**config.mk**
```make
export PLATFORM = sky130hd
export DESIGN_NAME = bfsc_top
export DESIGN_NICKNAME = d
export VERILOG_FILES = /design/src/bfsc_pkg.sv /design/src/bfsc_top.sv
export SDC_FILE = /design/constraint.sdc
export NUM_CORES = 1
export LEC_CHECK = 0
export BUFFER_PORTS_ARGS = -buffer_cell sky130_fd_sc_hd__buf_2
export CAP_MARGIN = 20
export CORE_MARGIN = 1
export CORE_UTILIZATION = 43
export CTS_BUF_LIST = sky130_fd_sc_hd__clkbuf_4 sky130_fd_sc_hd__clkbuf_8 sky130_fd_sc_hd__clkbuf_16
export DETAILED_ROUTE_END_ITERATION = 8
export GPL_TIMING_DRIVEN = 0
export HOLD_SLACK_MARGIN = 0.03
export PLACE_DENSITY_LB_ADDON = 0.15
export REMOVE_ABC_BUFFERS = 1
export SYNTH_ARGS = -nofsm -noshare
export SYNTH_HDL_FRONTEND = slang
export SYNTH_SLANG_ARGS = --single-unit
```
**constraint.sdc**
```tcl
create_clock -name core_clk -period 8.6 [get_ports core_clk]
set_clock_uncertainty 0.2 [all_clocks]
set_input_delay 1.72 -clock core_clk [delete_from_list [all_inputs] [get_ports core_clk]]
set_output_delay 1.72 -clock core_clk [all_outputs]
set_load 0.01 [all_outputs]
```
**src/bfsc_pkg.sv**
```systemverilog
// Package for the boot flash sum command handler: codes, sizes, carriers and states
package bfsc_pkg;

  // Mode selection bytes, echoed back as their own acknowledge
  localparam logic [7:0] MODE_UART = 8'h86;
  localparam logic [7:0] MODE_IO = 8'h30;

  // Command code and acknowledge codes for the sum query
  localparam logic [7:0] CMD_SUM = 8'h20;
  localparam logic [7:0] ACK_NACK = 8'h01; // Low nibble 1, upper nibble free
  localparam logic [7:0] ACK_ERR = 8'h08; // Low nibble 8, upper nibble free

  // Flash size in bytes and address width
  localparam int FLASH_BYTES = 524288;
  localparam int FLASH_AW = 19;

  // Reply buffer: acknowledge, sum high, sum low, check byte
  localparam int RESP_LEN = 4;
  localparam logic [1:0] RESP_ONE = 2'h0; // Last index of a one-byte reply
  localparam logic [1:0] RESP_SUM = 2'h3; // Last index of the sum reply

  // Reply FIFO shape
  localparam int TXF_WIDTH = 8;
  localparam int TXF_DEPTH = 8;

  // Received byte as handed over by the serial engine
  typedef struct packed {
    logic valid;   // One-cycle pulse, byte present
    logic err;     // Framing or overrun error on this byte
    logic baud_ok; // Baud rate derived correctly from this byte
    logic [7:0] data;
  } bfsc_rx_type;

  // Interpreter states
  typedef enum logic [2:0] {
    ST_MODE,
    ST_CMD,
    ST_SUM,
    ST_SEND,
    ST_HALT
  } bfsc_state_type;

endpackage

```
**src/bfsc_top.sv**
```systemverilog
// Boot flash sum command interpreter with its reply FIFO
`timescale 1ns/10ps
`default_nettype none

module bfsc_fifo #(
  parameter int WIDTH = 8,
  parameter int DEPTH = 8
) (
  input wire logic core_clk,
  input wire logic rst,
  input wire logic in_valid,
  output logic in_ready,
  input wire logic [WIDTH-1:0] in_data,
  output logic out_valid,
  input wire logic out_ready,
  output logic [WIDTH-1:0] out_data
);
  localparam int AW = (DEPTH > 1) ? $clog2(DEPTH) : 1;
  localparam logic [AW:0] DEPTH_CNT = (AW + 1)'(DEPTH);
  localparam logic [AW-1:0] LAST_PTR = AW'(DEPTH - 1);

  logic [WIDTH-1:0] mem_r [DEPTH];
  logic [AW-1:0] wr_ptr_r, wr_ptr_nxt, rd_ptr_r, rd_ptr_nxt;
  logic [AW:0] cnt_r, cnt_nxt;
  logic do_wr, do_rd;

  // Honest flags straight from the occupancy count
  assign in_ready = (cnt_r != DEPTH_CNT);
  assign out_valid = (cnt_r != '0);
  assign out_data = mem_r[rd_ptr_r];

  // Pointer and count update, wrapping at any depth
  always_comb begin
    do_wr = in_valid && in_ready;
    do_rd = out_valid && out_ready;
    wr_ptr_nxt = wr_ptr_r;
    rd_ptr_nxt = rd_ptr_r;
    cnt_nxt = cnt_r;
    if (do_wr) begin
      wr_ptr_nxt = (wr_ptr_r == LAST_PTR) ? '0 : wr_ptr_r + 1'b1;
    end
    if (do_rd) begin
      rd_ptr_nxt = (rd_ptr_r == LAST_PTR) ? '0 : rd_ptr_r + 1'b1;
    end
    if (do_wr && !do_rd) begin
      cnt_nxt = cnt_r + 1'b1;
    end else if (do_rd && !do_wr) begin
      cnt_nxt = cnt_r - 1'b1;
    end
  end

  always_ff @(posedge core_clk or posedge rst) begin
    if (rst) begin
      wr_ptr_r <= '0;
      rd_ptr_r <= '0;
      cnt_r <= '0;
    end else begin
      wr_ptr_r <= wr_ptr_nxt;
      rd_ptr_r <= rd_ptr_nxt;
      cnt_r <= cnt_nxt;
    end
  end

  // Storage needs no reset; only the count says what is valid
  always_ff @(posedge core_clk) begin
    if (do_wr) begin
      mem_r[wr_ptr_r] <= in_data;
    end
  end
endmodule

module bfsc_top #(
  parameter int FLASH_BYTES = bfsc_pkg::FLASH_BYTES
) (
  input wire logic core_clk,
  input wire logic rst,
  input wire bfsc_pkg::bfsc_rx_type rx,
  output logic [bfsc_pkg::FLASH_AW-1:0] flash_addr,
  input wire logic [7:0] flash_data,
  output logic tx_valid,
  input wire logic tx_ready,
  output logic [7:0] tx_data,
  output logic io_slow,
  output logic uart_mode,
  output logic aborted
);
  localparam logic [bfsc_pkg::FLASH_AW-1:0] LAST_ADDR =
    bfsc_pkg::FLASH_AW'(FLASH_BYTES - 1);

  // Check byte: two's complement of the byte sum of both halves
  function automatic logic [7:0] check_of(input logic [15:0] s);
    logic [7:0] t;
    t = s[15:8] + s[7:0];
    return 8'(~t + 8'h01);
  endfunction

  bfsc_pkg::bfsc_state_type state_r, state_nxt;
  logic [7:0] resp_r [bfsc_pkg::RESP_LEN];
  logic [7:0] resp_nxt [bfsc_pkg::RESP_LEN];
  logic [1:0] idx_r, idx_nxt, last_r, last_nxt;
  logic [15:0] sum_r, sum_nxt;
  logic [bfsc_pkg::FLASH_AW-1:0] addr_r, addr_nxt;
  logic pend_r, pend_nxt, done_r, done_nxt;
  logic uart_r, uart_nxt, slow_r, slow_nxt, abort_r, abort_nxt;
  logic push;
  logic fifo_in_ready, fifo_out_valid, fifo_out_ready;
  logic [7:0] fifo_out_data;
  logic tx_valid_r, tx_valid_nxt;
  logic [7:0] tx_data_r, tx_data_nxt;

  // Command sequencing and flash summing
  always_comb begin
    state_nxt = state_r;
    resp_nxt = resp_r;
    idx_nxt = idx_r;
    last_nxt = last_r;
    sum_nxt = sum_r;
    addr_nxt = addr_r;
    pend_nxt = pend_r;
    done_nxt = done_r;
    uart_nxt = uart_r;
    slow_nxt = slow_r;
    abort_nxt = abort_r;
    push = 1'b0;
    unique case (state_r)
      bfsc_pkg::ST_MODE: begin
        if (rx.valid) begin
          last_nxt = bfsc_pkg::RESP_ONE;
          idx_nxt = '0;
          if (rx.data == bfsc_pkg::MODE_UART && rx.baud_ok && !rx.err) begin
            resp_nxt[0] = bfsc_pkg::MODE_UART;
            uart_nxt = 1'b1;
            state_nxt = bfsc_pkg::ST_SEND;
          end else if (rx.data == bfsc_pkg::MODE_IO && !rx.err) begin
            resp_nxt[0] = bfsc_pkg::MODE_IO;
            uart_nxt = 1'b0;
            state_nxt = bfsc_pkg::ST_SEND;
          end else begin
            // Bad UART baud, receive error or unknown mode: give up without a reply
            abort_nxt = 1'b1;
            state_nxt = bfsc_pkg::ST_HALT;
          end
        end
      end
      bfsc_pkg::ST_CMD: begin
        if (rx.valid) begin
          last_nxt = bfsc_pkg::RESP_ONE;
          idx_nxt = '0;
          if (rx.err) begin
            // Errors report the error code, never a refusal, in either mode
            resp_nxt[0] = bfsc_pkg::ACK_ERR;
            state_nxt = bfsc_pkg::ST_SEND;
          end else if (rx.data == bfsc_pkg::CMD_SUM) begin
            sum_nxt = '0;
            addr_nxt = '0;
            pend_nxt = 1'b0;
            done_nxt = 1'b0;
            state_nxt = bfsc_pkg::ST_SUM;
          end else begin
            resp_nxt[0] = bfsc_pkg::ACK_NACK;
            state_nxt = bfsc_pkg::ST_SEND;
          end
        end
      end
      bfsc_pkg::ST_SUM: begin
        // Flash answers one cycle after the address; pend tracks that lag
        pend_nxt = !done_r;
        if (pend_r) begin
          sum_nxt = 16'(sum_r + {8'h00, flash_data});
        end
        if (!done_r) begin
          if (addr_r == LAST_ADDR) begin
            done_nxt = 1'b1;
          end else begin
            addr_nxt = addr_r + 1'b1;
          end
        end else if (!pend_r) begin
          resp_nxt[0] = bfsc_pkg::CMD_SUM;
          resp_nxt[1] = sum_r[15:8];
          resp_nxt[2] = sum_r[7:0];
          resp_nxt[3] = check_of(sum_r);
          last_nxt = bfsc_pkg::RESP_SUM;
          idx_nxt = '0;
          state_nxt = bfsc_pkg::ST_SEND;
        end
      end
      bfsc_pkg::ST_SEND: begin
        // Stalls here while the FIFO is full
        if (fifo_in_ready) begin
          push = 1'b1;
          if (idx_r == last_r) begin
            slow_nxt = 1'b0;
            state_nxt = bfsc_pkg::ST_CMD;
          end else begin
            idx_nxt = idx_r + 1'b1;
          end
        end
      end
      bfsc_pkg::ST_HALT: begin
        state_nxt = bfsc_pkg::ST_HALT;
      end
    endcase
  end

  always_ff @(posedge core_clk or posedge rst) begin
    if (rst) begin
      state_r <= bfsc_pkg::ST_MODE;
      for (int i = 0; i < bfsc_pkg::RESP_LEN; i++) begin
        resp_r[i] <= 8'h00;
      end
      idx_r <= '0;
      last_r <= '0;
      sum_r <= '0;
      addr_r <= '0;
      pend_r <= 1'b0;
      done_r <= 1'b0;
      uart_r <= 1'b0;
      slow_r <= 1'b1;
      abort_r <= 1'b0;
    end else begin
      state_r <= state_nxt;
      resp_r <= resp_nxt;
      idx_r <= idx_nxt;
      last_r <= last_nxt;
      sum_r <= sum_nxt;
      addr_r <= addr_nxt;
      pend_r <= pend_nxt;
      done_r <= done_nxt;
      uart_r <= uart_nxt;
      slow_r <= slow_nxt;
      abort_r <= abort_nxt;
    end
  end

  // Reply bytes queue here so a slow link back-pressures the sequencer
  bfsc_fifo #(
    .WIDTH(bfsc_pkg::TXF_WIDTH),
    .DEPTH(bfsc_pkg::TXF_DEPTH)
  ) u_txf (
    .core_clk(core_clk),
    .rst(rst),
    .in_valid(push),
    .in_ready(fifo_in_ready),
    .in_data(resp_r[idx_r]),
    .out_valid(fifo_out_valid),
    .out_ready(fifo_out_ready),
    .out_data(fifo_out_data)
  );

  // Output stage keeps tx ports on flip-flops at the cost of one cycle
  always_comb begin
    fifo_out_ready = !tx_valid_r || tx_ready;
    tx_valid_nxt = tx_valid_r;
    tx_data_nxt = tx_data_r;
    if (fifo_out_ready) begin
      tx_valid_nxt = fifo_out_valid;
      tx_data_nxt = fifo_out_data;
    end
  end

  always_ff @(posedge core_clk or posedge rst) begin
    if (rst) begin
      tx_valid_r <= 1'b0;
      tx_data_r <= 8'h00;
    end else begin
      tx_valid_r <= tx_valid_nxt;
      tx_data_r <= tx_data_nxt;
    end
  end

  assign flash_addr = addr_r;
  assign tx_valid = tx_valid_r;
  assign tx_data = tx_data_r;
  assign io_slow = slow_r;
  assign uart_mode = uart_r;
  assign aborted = abort_r;
endmodule

`default_nettype wire

```
==> metrics.md, run 1 <==
| Metric | Value |
|---|---|
| Buf/Inv on CP | 1 |
| Crit path DAT | 4.10 ns |
| CTS tree | yes |
| Drt initial violations | 280 |
| Highest metal used | met4 |
| Min Clock Period, post-route | 4.00 ns |
| Initial antenna violation count | 0 |
| Fmax | 250 MHz |
| Largest cells by area after synthesis | dfrtp_1 30%, edfxtp_1 25%, mux4_2 6.8%, ha_1 3.9%, mux2_2 3.5% |
| Setup bufs post-CTS | 0 |
| Worst Path Required | 8.71 ns |
| Async SR Flop Fraction | 59.5% |
| WL met3 | 485 um |
| IO Count | 53 |
| Hold path start | io_slow |
| Max-cap violations | 0 |
| Final WL | 15,600 um |
| Chip width | 135 um |
| I/O Buffers | 52 |
| Crit-path cells | buf_2 -> nor4b_4 -> a31oi_1 -> or3b_1 -> or2_1 -> a211oi_2 -> nand3_1 -> mux2_1 |
| Via density | 5.49 |
| Vias in the first global route | 5,172 |
| Post-synth top cells | 93 x dfrtp_1, 64 x edfxtp_1, 63 x nand2_1 |
| Routed via count | 5,046 |
| Count of different cell masters after synthesis | 61 |
| NumNets Final | 730 |
| Row cnt | 48 |
| Worst-path maximum fanout | 11 |
| CTS resizes | 0 |
| Worst VDD drop | 0.000169 V |
| Gpl congestion | 0.839 |
| Sum Neg Setup Slack | 0 ns |
| Slew HR | 34.0% |
| Ys Warns | 0 |
| Status | completed |
| Final worst path period share | 46.5% |
| Critical path class | in -> reg |
| Total gr overflow | 0 |
| CTS clk-pin slew, worst paths | 0.06 ns |
| Number of diodes | 0 |
| CP Launch Type | input port |
| TritonCTS buffer count | 17 |
| Total Power | 2.42 mW |
| RSZ-0062 raised after global routing | no |
| DIE AREA | 18,300 sq um |
| Largest delay share family, worst path | simple AND/OR/NAND/NOR gates |
| Synth-to-Final Area Change | 15.4% |
| Final ANT Viol Nets | 0 |
| HPWL Detailed | 10,900 um |
| CP max-delay cell | or3b_1 |
| Layout cells sized above 1 | 22.2% |
| Multi-input logic area | 3230 sq um |
| Hold-fix buffers, CTS | 0 |
| Largest net degree at the start of global routing | 70 |
| Setup Viol. Count Final | 0 |
| Fin. Hold Viols | 0 |
| Syn Inst Count | 623 |
| Worst min path class | reg -> reg |
| Sequential share of the synthesized area | 55.9% |
| Final Max Slew Viols | 0 |
| Cell Area, Synth | 7650 sq um |
| Dominant cell type by area after synthesis | dfrtp_1 |
| PD cells | 275 nW/um^2 |
| First-pass GRT wire length | 26,300 um |
| Ys flop type | dfrtp_1 |
| Register area | 4280 sq um |
| Clock root cell | clkbuf_16 |
| Avg Cell Area, Syn | 12.3 sq um |
| Worst path max stage delay | 0.64 ns |
| #FFs+latches synth | 158 |
| Die Span Y | 135 um |
| Drt pass-1 iters | 5 |
| LEAKAGE | 3.66 nW |
| Core area | 17,400 sq um |
| Fillers | 1,487 |
| Most common cell in the synthesized netlist | dfrtp_1 |
| Clock insertion delay at the later pin of the skew report | 0.43 ns |
| Reg-to-Reg Start | state_r[1] |
| Htree depth | 4 |
| M1 WL | 6870 um |
| Crit end category | register |
| Tightest Pin Transition | 0.980 ns |
| WL per Instance | 17.0 um |
| WL met2 | 8010 um |
| Starting Density | 44.1% |
| Total GRT Usage | 18.9% |
| Max clock buf depth | 2 |
| Yosys top cell area share | 30.4% |
| DRC viols | 0 |
| Setup crit start | rx[1] |
| Post-synth EDFFs | 64 |
| Clk sinks | 158 |
logic make-up after synthesis:
group | share of synthesized area (%)
compound gates | 8.27
xor+xnor | 4.24
fa+ha+maj | 4.71
buf+inv | 2.19
flops | 55.9
mux | 11.5
simple gates | 13.2
metrics by stage:
stage	setup slack, ns	hold WS [ns]	instance area (sq um)	cells	util (%)
2_1_floorplan	4.23	0.245	7570	602	-
3_3_place_gp	3.03	0.248	8110	879	46.7
3_5_place_dp	4.00	0.253	8220	885	47.4
4_1_cts	4.44	0.264	8790	917	50.7
5_1_grt	4.53	0.270	8830	919	50.9
6_report	4.60	0.260	8830	919	50.9
registers in the layout, indices dropped and copies added (netlist names), 2 cells and up:
signal and count:
flash_addr 19, idx_r 2, resp_r 29, state_r 3, sum_r 16, tx_data 8, u_txf.cnt_r 4, u_txf.mem_r 64
u_txf.rd_ptr_r 3, u_txf.wr_ptr_r 3
layout make-up:
cell class	count	area share [%]
sequential	158	48.4
multi-input combinational	422	36.5
clock buffer	19	5.06
timing repair buffer	60	4.39
tap	225	3.19
clock inverter	13	1.43
inverter	22	0.964
worst paths after layout:
kind                                           to  slack, ns  cells past startpoint
worst max-delay path                    sum_r[12]       4.60                      8
worst max register to register  u_txf.mem_r[1][3]       5.49                      6
worst min-delay path                      io_slow       0.26                      1
min in group asynchronous                 aborted       1.08                      2
worst min register to register            io_slow       0.26                      1
max in group asynchronous                sum_r[5]       6.45                      3
power by group:
part | internal, mW | leakage (nW) | switching (mW) | total, mW
sequential | 0.899 | 1.79 | 0.151 | 1.05
combinational | 0.330 | 1.59 | 0.309 | 0.639
clock | 0.415 | 0.283 | 0.319 | 0.735
layout by cell type (no fill, tap or decap), types with 4 or more instances in the layout:
| cell type | Yosys | layout |
|---|---|---|
| ha_1 | 24 | 24 |
| o21bai_1 | 4 | 4 |
| nor2b_1 | 10 | 10 |
| edfxtp_1 | 64 | 64 |
| buf_4 | 1 | 4 |
| or3_1 | 5 | 5 |
| nand2_1 | 63 | 63 |
| nor2_1 | 40 | 39 |
| mux2i_1 | 8 | 8 |
| and3_1 | 8 | 8 |
| clkbuf_16 | 0 | 17 |
| a21oi_1 | 19 | 19 |
| inv_1 | 22 | 21 |
| nand3_1 | 11 | 11 |
| xnor2_1 | 25 | 25 |
| nor3b_1 | 7 | 7 |
| xor2_1 | 12 | 12 |
| a21o_1 | 4 | 4 |
| inv_6 | 0 | 7 |
| mux4_2 | 23 | 23 |
| nand4_1 | 8 | 8 |
| a31oi_1 | 4 | 4 |
| mux2_2 | 24 | 24 |
| nor3_1 | 17 | 15 |
| nor4_1 | 5 | 4 |
| buf_2 | 2 | 52 |
| nand2b_1 | 9 | 9 |
| o21ai_0 | 43 | 43 |
| dfrtp_1 | 93 | 93 |
routing by layer:
metal,up-vias,GRT usage [%]
met1,2524,22.8
met3,24,4.23
met5,-,0
met4,0,6.68
li1,2408,-
met2,90,33.0
Power figures use the tool's default switching activity.
==> run 2: changes to the inputs <==
--- a/config.mk
+++ b/config.mk
@@ -5,6 +5,7 @@
 export SDC_FILE = /design/constraint.sdc
 export NUM_CORES = 1
 export LEC_CHECK = 0
+export ABC_AREA = 1
 export BUFFER_PORTS_ARGS = -buffer_cell sky130_fd_sc_hd__buf_2
 export CAP_MARGIN = 20
 export CORE_MARGIN = 1
==> constraint.sdc (replaced) <==
create_clock -name core_clk -period 3.4 [get_ports core_clk]
set_clock_uncertainty 0.2 [all_clocks]
set_input_delay 0.68 -clock core_clk [delete_from_list [all_inputs] [get_ports core_clk]]
set_output_delay 0.68 -clock core_clk [all_outputs]
set_load 0.01 [all_outputs]
==> metrics.md, run 2 <==
| Metric | Value |
|---|---|
| Sum Neg Setup Slack | 0 ns (unchanged) |
| Final worst path period share | 90.2% |
| Die Span Y | 141 um (+4.0%) |
| #FFs+latches synth | 158 (unchanged) |
| Syn Inst Count | 969 (+56%) |
| Worst-path maximum fanout | 10 (-1) |
| Crit end category | register |
| Critical path class | reg -> reg |
| TritonCTS buffer count | 17 (unchanged) |
| DIE AREA | 19,800 sq um (+8.1%) |
| Fmax | 326 MHz |
| Starting Density | 44.1% (about the same) |
| Dominant cell type by area after synthesis | dfrtp_1 |
| Synth-to-Final Area Change | 12.8% |
| Placed instance area | 8740 sq um (+6.3%) |
| I/O Buffers | 52 (unchanged) |
| Count of different cell masters after synthesis | 38 (-38%) |
| Total gr overflow | 0 (unchanged) |
| Fin util | 49.8% (-1.1 points) |
| Cell Area, Synth | 8280 sq um (+8.2%) |
| Clock root cell | clkbuf_16 |
| Post-Layout Cell Count | 1,265 (+38%) |
| Setup Viol. Count Final | 0 (unchanged) |
| Final WL | 19,200 um (+22%) |
| R2r setup slk | 0.33 ns (-5.16 ns) |
| DRC viols | 0 (unchanged) |
| CP Launch Type | register |
| Worst r2r dst | u_txf.cnt_r[3] |
| Most frequent cells in the layout | 247 x nand2_1, 107 x nor2_1, 97 x inv_1 |
| Number of diodes | 0 (unchanged) |
| Clock share of power | 24.6% (-5.7 points) |
| Logic pwr share | 36.7% (+10 points) |
| Vias in the first global route | 6,175 (+19%) |
| IO Count | 53 (unchanged) |
| Avg Cell Area, Syn | 8.55 sq um (-30%) |
| Post-synth EDFFs | 64 (unchanged) |
| RSZ-0062 raised after global routing | no |
| Largest net degree at the start of global routing | 55 (-21%) |
| Max-cap violations | 0 (unchanged) |
| Tightest Pin Transition | 0.995 ns (+0.0156 ns) |
| WL per Instance | 15.1 um (-11%) |
| Async SR Flop Fraction | 59.5% (unchanged) |
| Fillers | 1,802 (+21%) |
| Seq pwr share | 38.7% (-4.6 points) |
| Core area | 18,800 sq um (+8.1%) |
| Slew HR | 33.4% (-0.59 points) |
| Gpl congestion | 0.859 (+2.4%) |
| Total Power | 7.21 mW (+200%) |
| Chip width | 141 um (+4.0%) |
| CTS clk-pin slew, worst paths | 0.07 ns (about the same) |
| Worst Path Required | 3.51 ns (-5.20 ns) |
| Final Cell Area | 9340 sq um (+5.8%) |
| R2r worst-path depth | 13 (+7) |
| Switching portion of total power | 40.6% (+8.5 points) |
| CTS resizes | 1 (+1) |
| Drt initial violations | 262 (-6.4%) |
| Final ANT Viol Nets | 0 (unchanged) |
| Hold-fix buffers, CTS | 0 (unchanged) |
| Worst VDD drop | 0.000417 V (+150%) |
| Max reg flops | 64 (unchanged) |
| LEAKAGE | 4.23 nW (+16%) |
| Post-synth top cells | 247 x nand2_1, 107 x nor2_1, 98 x inv_1 |
| Crit path DAT | 3.18 ns (-0.92 ns) |
| Final setup margin | 0.333 ns (-4.27 ns) |
| First-pass GRT wire length | 31,900 um (+21%) |
| Setup bufs post-CTS | 0 (unchanged) |
| PD cells | 771 nW/um^2 (+180%) |
| Row cnt | 50 (+4.2%) |
| Max clock buf depth | 2 (unchanged) |
| Final hold slack | 0.182 ns (-0.0780 ns) |
| Ys flop type | dfrtp_1 |
| Yosys top cell area share | 28.1% (-2.3 points) |
| Sequential share of the synthesized area | 51.6% (-4.2 points) |
| Most common cell in the synthesized netlist | nand2_1 |
| Htree depth | 4 (unchanged) |
| Reg-to-Reg Start | tx_valid |
| Layout cells sized above 1 | 11.3% (-11 points) |
| CTS tree | yes |
| Largest cells by area after synthesis | dfrtp_1 28%, edfxtp_1 23%, nand2_1 11%, o21ai_0 5.1%, nor2_1 4.9% |
| Clock insertion delay at the later pin of the skew report | 0.43 ns (about the same) |
| Initial antenna violation count | 0 (unchanged) |
| Final Max Slew Viols | 0 (unchanged) |
| Clk sinks | 158 (unchanged) |
| Ys Warns | 0 (unchanged) |
| HPWL Detailed | 13,200 um (+20%) |
| Worst min path class | in -> async |
| Total GRT Usage | 20.8% (+1.9 points) |
| Via density | 5.11 (-7.0%) |
| DP Worst Slack | -0.421 ns (-4.42 ns) |
| Placed cells | 1,231 (+39%) |
| P_int | 4.28 mW (+160%) |
| Largest Register | u_txf.mem_r |
| Drt pass-1 iters | 5 (unchanged) |
| Fin. Hold Viols | 0 (unchanged) |
| NumNets Final | 1,067 (+46%) |
| Routed via count | 6,461 (+28%) |
| Most common cell after layout, fill and taps aside | nand2_1 |
| Status | completed |
| Min Clock Period, post-route | 3.07 ns |
| NetSw | 2.93 mW (+280%) |
## run 2: cell types whose count changed in the layout (fill, tap and decap cells not counted), moves of 18 or more
cell,before,now
o221ai_1,1,19
inv_1,21,97
mux4_2,23,0
nand3_1,11,74
o21ai_0,43,85
nor2_1,39,107
mux2_2,24,0
nand2_1,63,247
## run 2: how the worst max path moves through the flow
| stage | startpoint | end | depth (start not counted) |
|---|---|---|---|
| floorplan | rst | aborted | 1 |
| global placement | rst | tx_data[1] | 2 |
| detailed placement | tx_ready | u_txf.cnt_r[3] | 13 |
| CTS | state_r[1] | resp_r[5] | 8 |
| global route | tx_valid | u_txf.cnt_r[3] | 13 |
| finish | tx_valid | u_txf.cnt_r[3] | 13 |
## run 2: kinds of logic after synthesis
kind of cell               Yosys count  synth area share [%]
and+or+nand+nor                    477                  24.5
AOI/OAI and AO/OA                  158                  11.0
xor gates and xnor gates            20                  2.12
muxes                                1                 0.121
adders and majority gates           27                  4.35
buffers and inverters              128                  6.26
DFF                                158                  51.6
## run 2: metal layers
layer  routed length (um)  up-vias  GRT usage, %
met5                    0        -             0
met4                  214        0          7.49
met3                  548       16          3.06
met2                 9300       96          34.0
met1                 9080     2997          28.1
li1                     -     3352             -
## run 2: worst max-delay path, cell delays in order, from the launching register on
cell,delay [ns]
dfrtp_1,0.34
inv_1,0.05
nor2_2,0.37
clkinv_2,0.33
o21ai_0,0.35
ha_1,0.30
inv_1,0.10
ha_1,0.27
a21o_1,0.17
a21oi_1,0.17
nand2_1,0.07
nand2_1,0.06
nor2_1,0.04
xor2_1,0.13
## run 2: power groups by stage
stage / sequential [mW] / clock [mW] / combinational [mW]
after floorplan: 2.76 / 0 / 1.88
after global placement: 2.86 / 0 / 2.52
after detailed placement: 2.87 / 0 / 2.56
after CTS: 2.83 / 1.81 / 2.58
after global routing: 2.85 / 1.87 / 3.07
final: 2.79 / 1.78 / 2.64
## run 2: final cells by class
type / count / area [sq um] / area share, %
clock buffers: 18 / 433 / 4.63
multi-input cells: 683 / 3500 / 37.4
well taps: 234 / 293 / 3.13
inverters: 103 / 390 / 4.18
clock inverters: 14 / 110 / 1.18
flip-flops and latches: 158 / 4280 / 45.8
repair buffers: 55 / 343 / 3.67
==> run 3: changes to the inputs <==
--- a/config.mk
+++ b/config.mk
@@ -5,9 +5,7 @@
 export SDC_FILE = /design/constraint.sdc
 export NUM_CORES = 1
 export LEC_CHECK = 0
-export ABC_AREA = 1
 export BUFFER_PORTS_ARGS = -buffer_cell sky130_fd_sc_hd__buf_2
-export CAP_MARGIN = 20
 export CORE_MARGIN = 1
 export CORE_UTILIZATION = 43
 export CTS_BUF_LIST = sky130_fd_sc_hd__clkbuf_4 sky130_fd_sc_hd__clkbuf_8 sky130_fd_sc_hd__clkbuf_16
@@ -19,3 +17,4 @@
 export SYNTH_ARGS = -nofsm -noshare
 export SYNTH_HDL_FRONTEND = slang
 export SYNTH_SLANG_ARGS = --single-unit
+export TNS_END_PERCENT = 50
==> metrics.md, run 3 (synthesis gave the netlist of run 1 again) <==
| Metric | Value |
|---|---|
| Final setup margin | 0.301 ns (-0.0323 ns) |
| Final Cell Area | 8740 sq um (-6.4%) |
| Total Power | 5.95 mW (-17%) |
| Most frequent cells in the layout | 93 x dfrtp_1, 64 x edfxtp_1, 63 x nand2_1 |
| NumNets Final | 727 (-32%) |
| Fin util | 50.4% (+0.61 points) |
| LEAKAGE | 3.64 nW (-14%) |
| RSZ-0062 raised after global routing | no |
| Final ANT Viol Nets | 0 (unchanged) |
| P_int | 4.03 mW (-5.7%) |
| HPWL Detailed | 10,900 um (-17%) |
| Worst path max stage delay | 0.57 ns (+0.20 ns) |
| Largest Register | u_txf.mem_r |
| Max-cap violations | 0 (unchanged) |
| Die Span Y | 135 um (-3.8%) |
| Hold-fix buffers, CTS | 0 (unchanged) |
| Worst Path Required | 3.51 ns (about the same) |
| Slew HR | 23.6% (-9.8 points) |
| Htree depth | 4 (unchanged) |
| IO Count | 53 (unchanged) |
| Crit path DAT | 3.21 ns (+0.03 ns) |
| TritonCTS buffer count | 17 (unchanged) |
| Post-Layout Cell Count | 916 (-28%) |
| Synth-to-Final Area Change | 14.3% |
| Fillers | 1,514 (-16%) |
| Sum Neg Setup Slack | 0 ns (unchanged) |
| Buf/Inv on CP | 2 (-1) |
| Switching portion of total power | 32.2% (-8.4 points) |
| Clock share of power | 29.6% (+5.0 points) |
| Worst VDD drop | 0.000422 V (+1.0%) |
| Final Max Slew Viols | 0 (unchanged) |
| Placed instance area | 8190 sq um (-6.3%) |
| Final WL | 15,400 um (-20%) |
| Drt pass-1 iters | 4 (-1) |
| WL per Instance | 16.8 um (+11%) |
| Max clock buf depth | 2 (unchanged) |
| Worst-path maximum fanout | 13 (+3) |
| Worst min path class | in -> async |
| Seq pwr share | 45.3% (+6.6 points) |
| Placed cells | 884 (-28%) |
| Total gr overflow | 0 (unchanged) |
| Routed via count | 4,976 (-23%) |
| Chip width | 135 um (-3.8%) |
| Critical path class | reg -> reg |
| CTS tree | yes |
| Setup Viol. Count Final | 0 (unchanged) |
| PD cells | 681 nW/um^2 (-12%) |
| Tightest Pin Transition | 1.15 ns (+0.150 ns) |
| Fmax | 323 MHz (-1.0%) |
| Layout cells sized above 1 | 21.9% (+11 points) |
| Clock insertion delay at the later pin of the skew report | 0.43 ns (about the same) |
| Crit-path cells | nand2_1 -> or3_1 -> inv_1 -> ha_1 -> inv_1 -> ha_1 -> a21o_1 -> a21oi_1 -> xnor2_1 -> nor2_1 -> xor2_1 |
| Logic pwr share | 25.1% (-12 points) |
| Via density | 5.43 (+6.4%) |
| Row cnt | 48 (-4.0%) |
| Crit end category | register |
| I/O Buffers | 52 (unchanged) |
| Number of diodes | 0 (unchanged) |
| CP max-delay cell | or3_1 |
| First-pass GRT wire length | 25,900 um (-19%) |
| NetSw | 1.92 mW (-35%) |
| Vias in the first global route | 5,134 (-17%) |
| Min Clock Period, post-route | 3.10 ns (+0.0323 ns) |
| DRC viols | 0 (unchanged) |
| Starting Density | 44.1% (about the same) |
| Final hold slack | 0.0329 ns (-0.149 ns) |
| CTS clk-pin slew, worst paths | 0.06 ns (about the same) |
| Most common cell after layout, fill and taps aside | dfrtp_1 |
| Gpl congestion | 0.839 (-2.4%) |
| Final worst path period share | 91.1% (+0.95 points) |
| DIE AREA | 18,300 sq um (-7.5%) |
| Total GRT Usage | 18.6% (-2.2 points) |
| Largest net degree at the start of global routing | 70 (+27%) |
| Largest delay share family, worst path | simple AND/OR/NAND/NOR gates |
| DP Worst Slack | -0.179 ns (+0.243 ns) |
| Core area | 17,400 sq um (-7.5%) |
| Initial antenna violation count | 0 (unchanged) |
| Fin. Hold Viols | 0 (unchanged) |
| Max reg flops | 64 (unchanged) |
| Clock root cell | clkbuf_16 |
| CP Launch Type | register |
| Clk sinks | 158 (unchanged) |
| Drt initial violations | 212 (-19%) |
| Status | completed |
[run 3: cell count changes in the layout (fill, tap and decap cells not counted), moves of 11 or more]
| cell | before | now |
|---|---|---|
| nand3_1 | 74 | 11 |
| nor2_1 | 107 | 39 |
| inv_1 | 97 | 21 |
| mux2_2 | 0 | 24 |
| o221ai_1 | 19 | 1 |
| nand2_1 | 247 | 63 |
| o21ai_0 | 85 | 43 |
| xnor2_1 | 11 | 25 |
| mux4_2 | 0 | 23 |
| o21ai_1 | 11 | 0 |
[run 3: worst paths after layout]
path | to | start | cells after the start | slack (ns)
setup / recovery | u_txf.cnt_r[3] | state_r[1] | 11 | 0.30
hold / removal | aborted | rst | 2 | 0.03
setup reg to reg | u_txf.cnt_r[3] | state_r[1] | 11 | 0.30
hold reg to reg | io_slow | io_slow | 1 | 0.26
max in group asynchronous | resp_r[14] | rst | 3 | 2.30
min in group core_clk | io_slow | io_slow | 1 | 0.26
[run 3: layer usage]
layer	GRT usage, %	routed length (um)
met3	3.97	435
met1	22.7	6810
met2	32.5	7910
met4	6.55	239
met5	0	0
[run 3: area by class of cell]
class | count | area (sq um) | share of cell area [%]
well taps | 225 | 282 | 3.22
flip-flops and latches | 158 | 4280 | 48.9
repair buffers | 57 | 325 | 3.72
multi-input cells | 422 | 3230 | 36.9
clock inverters | 11 | 86.3 | 0.987
inverters | 22 | 85.1 | 0.973
clock buffers | 21 | 462 | 5.28
[run 3: repair_timing]
item,4_1_cts,5_1_grt
endpoints found under the setup margin,0,1
resized for setup,0,1
buffers inserted,0,0
[run 3: power groups by stage]
stage	clock [mW]	combinational (mW)	sequential, mW
2_1_floorplan	0	1.14	2.63
6_report	1.76	1.49	2.69
5_1_grt	1.89	1.71	2.76
3_3_place_gp	0	1.44	2.72
4_1_cts	1.81	1.51	2.71
3_5_place_dp	0	1.50	2.75
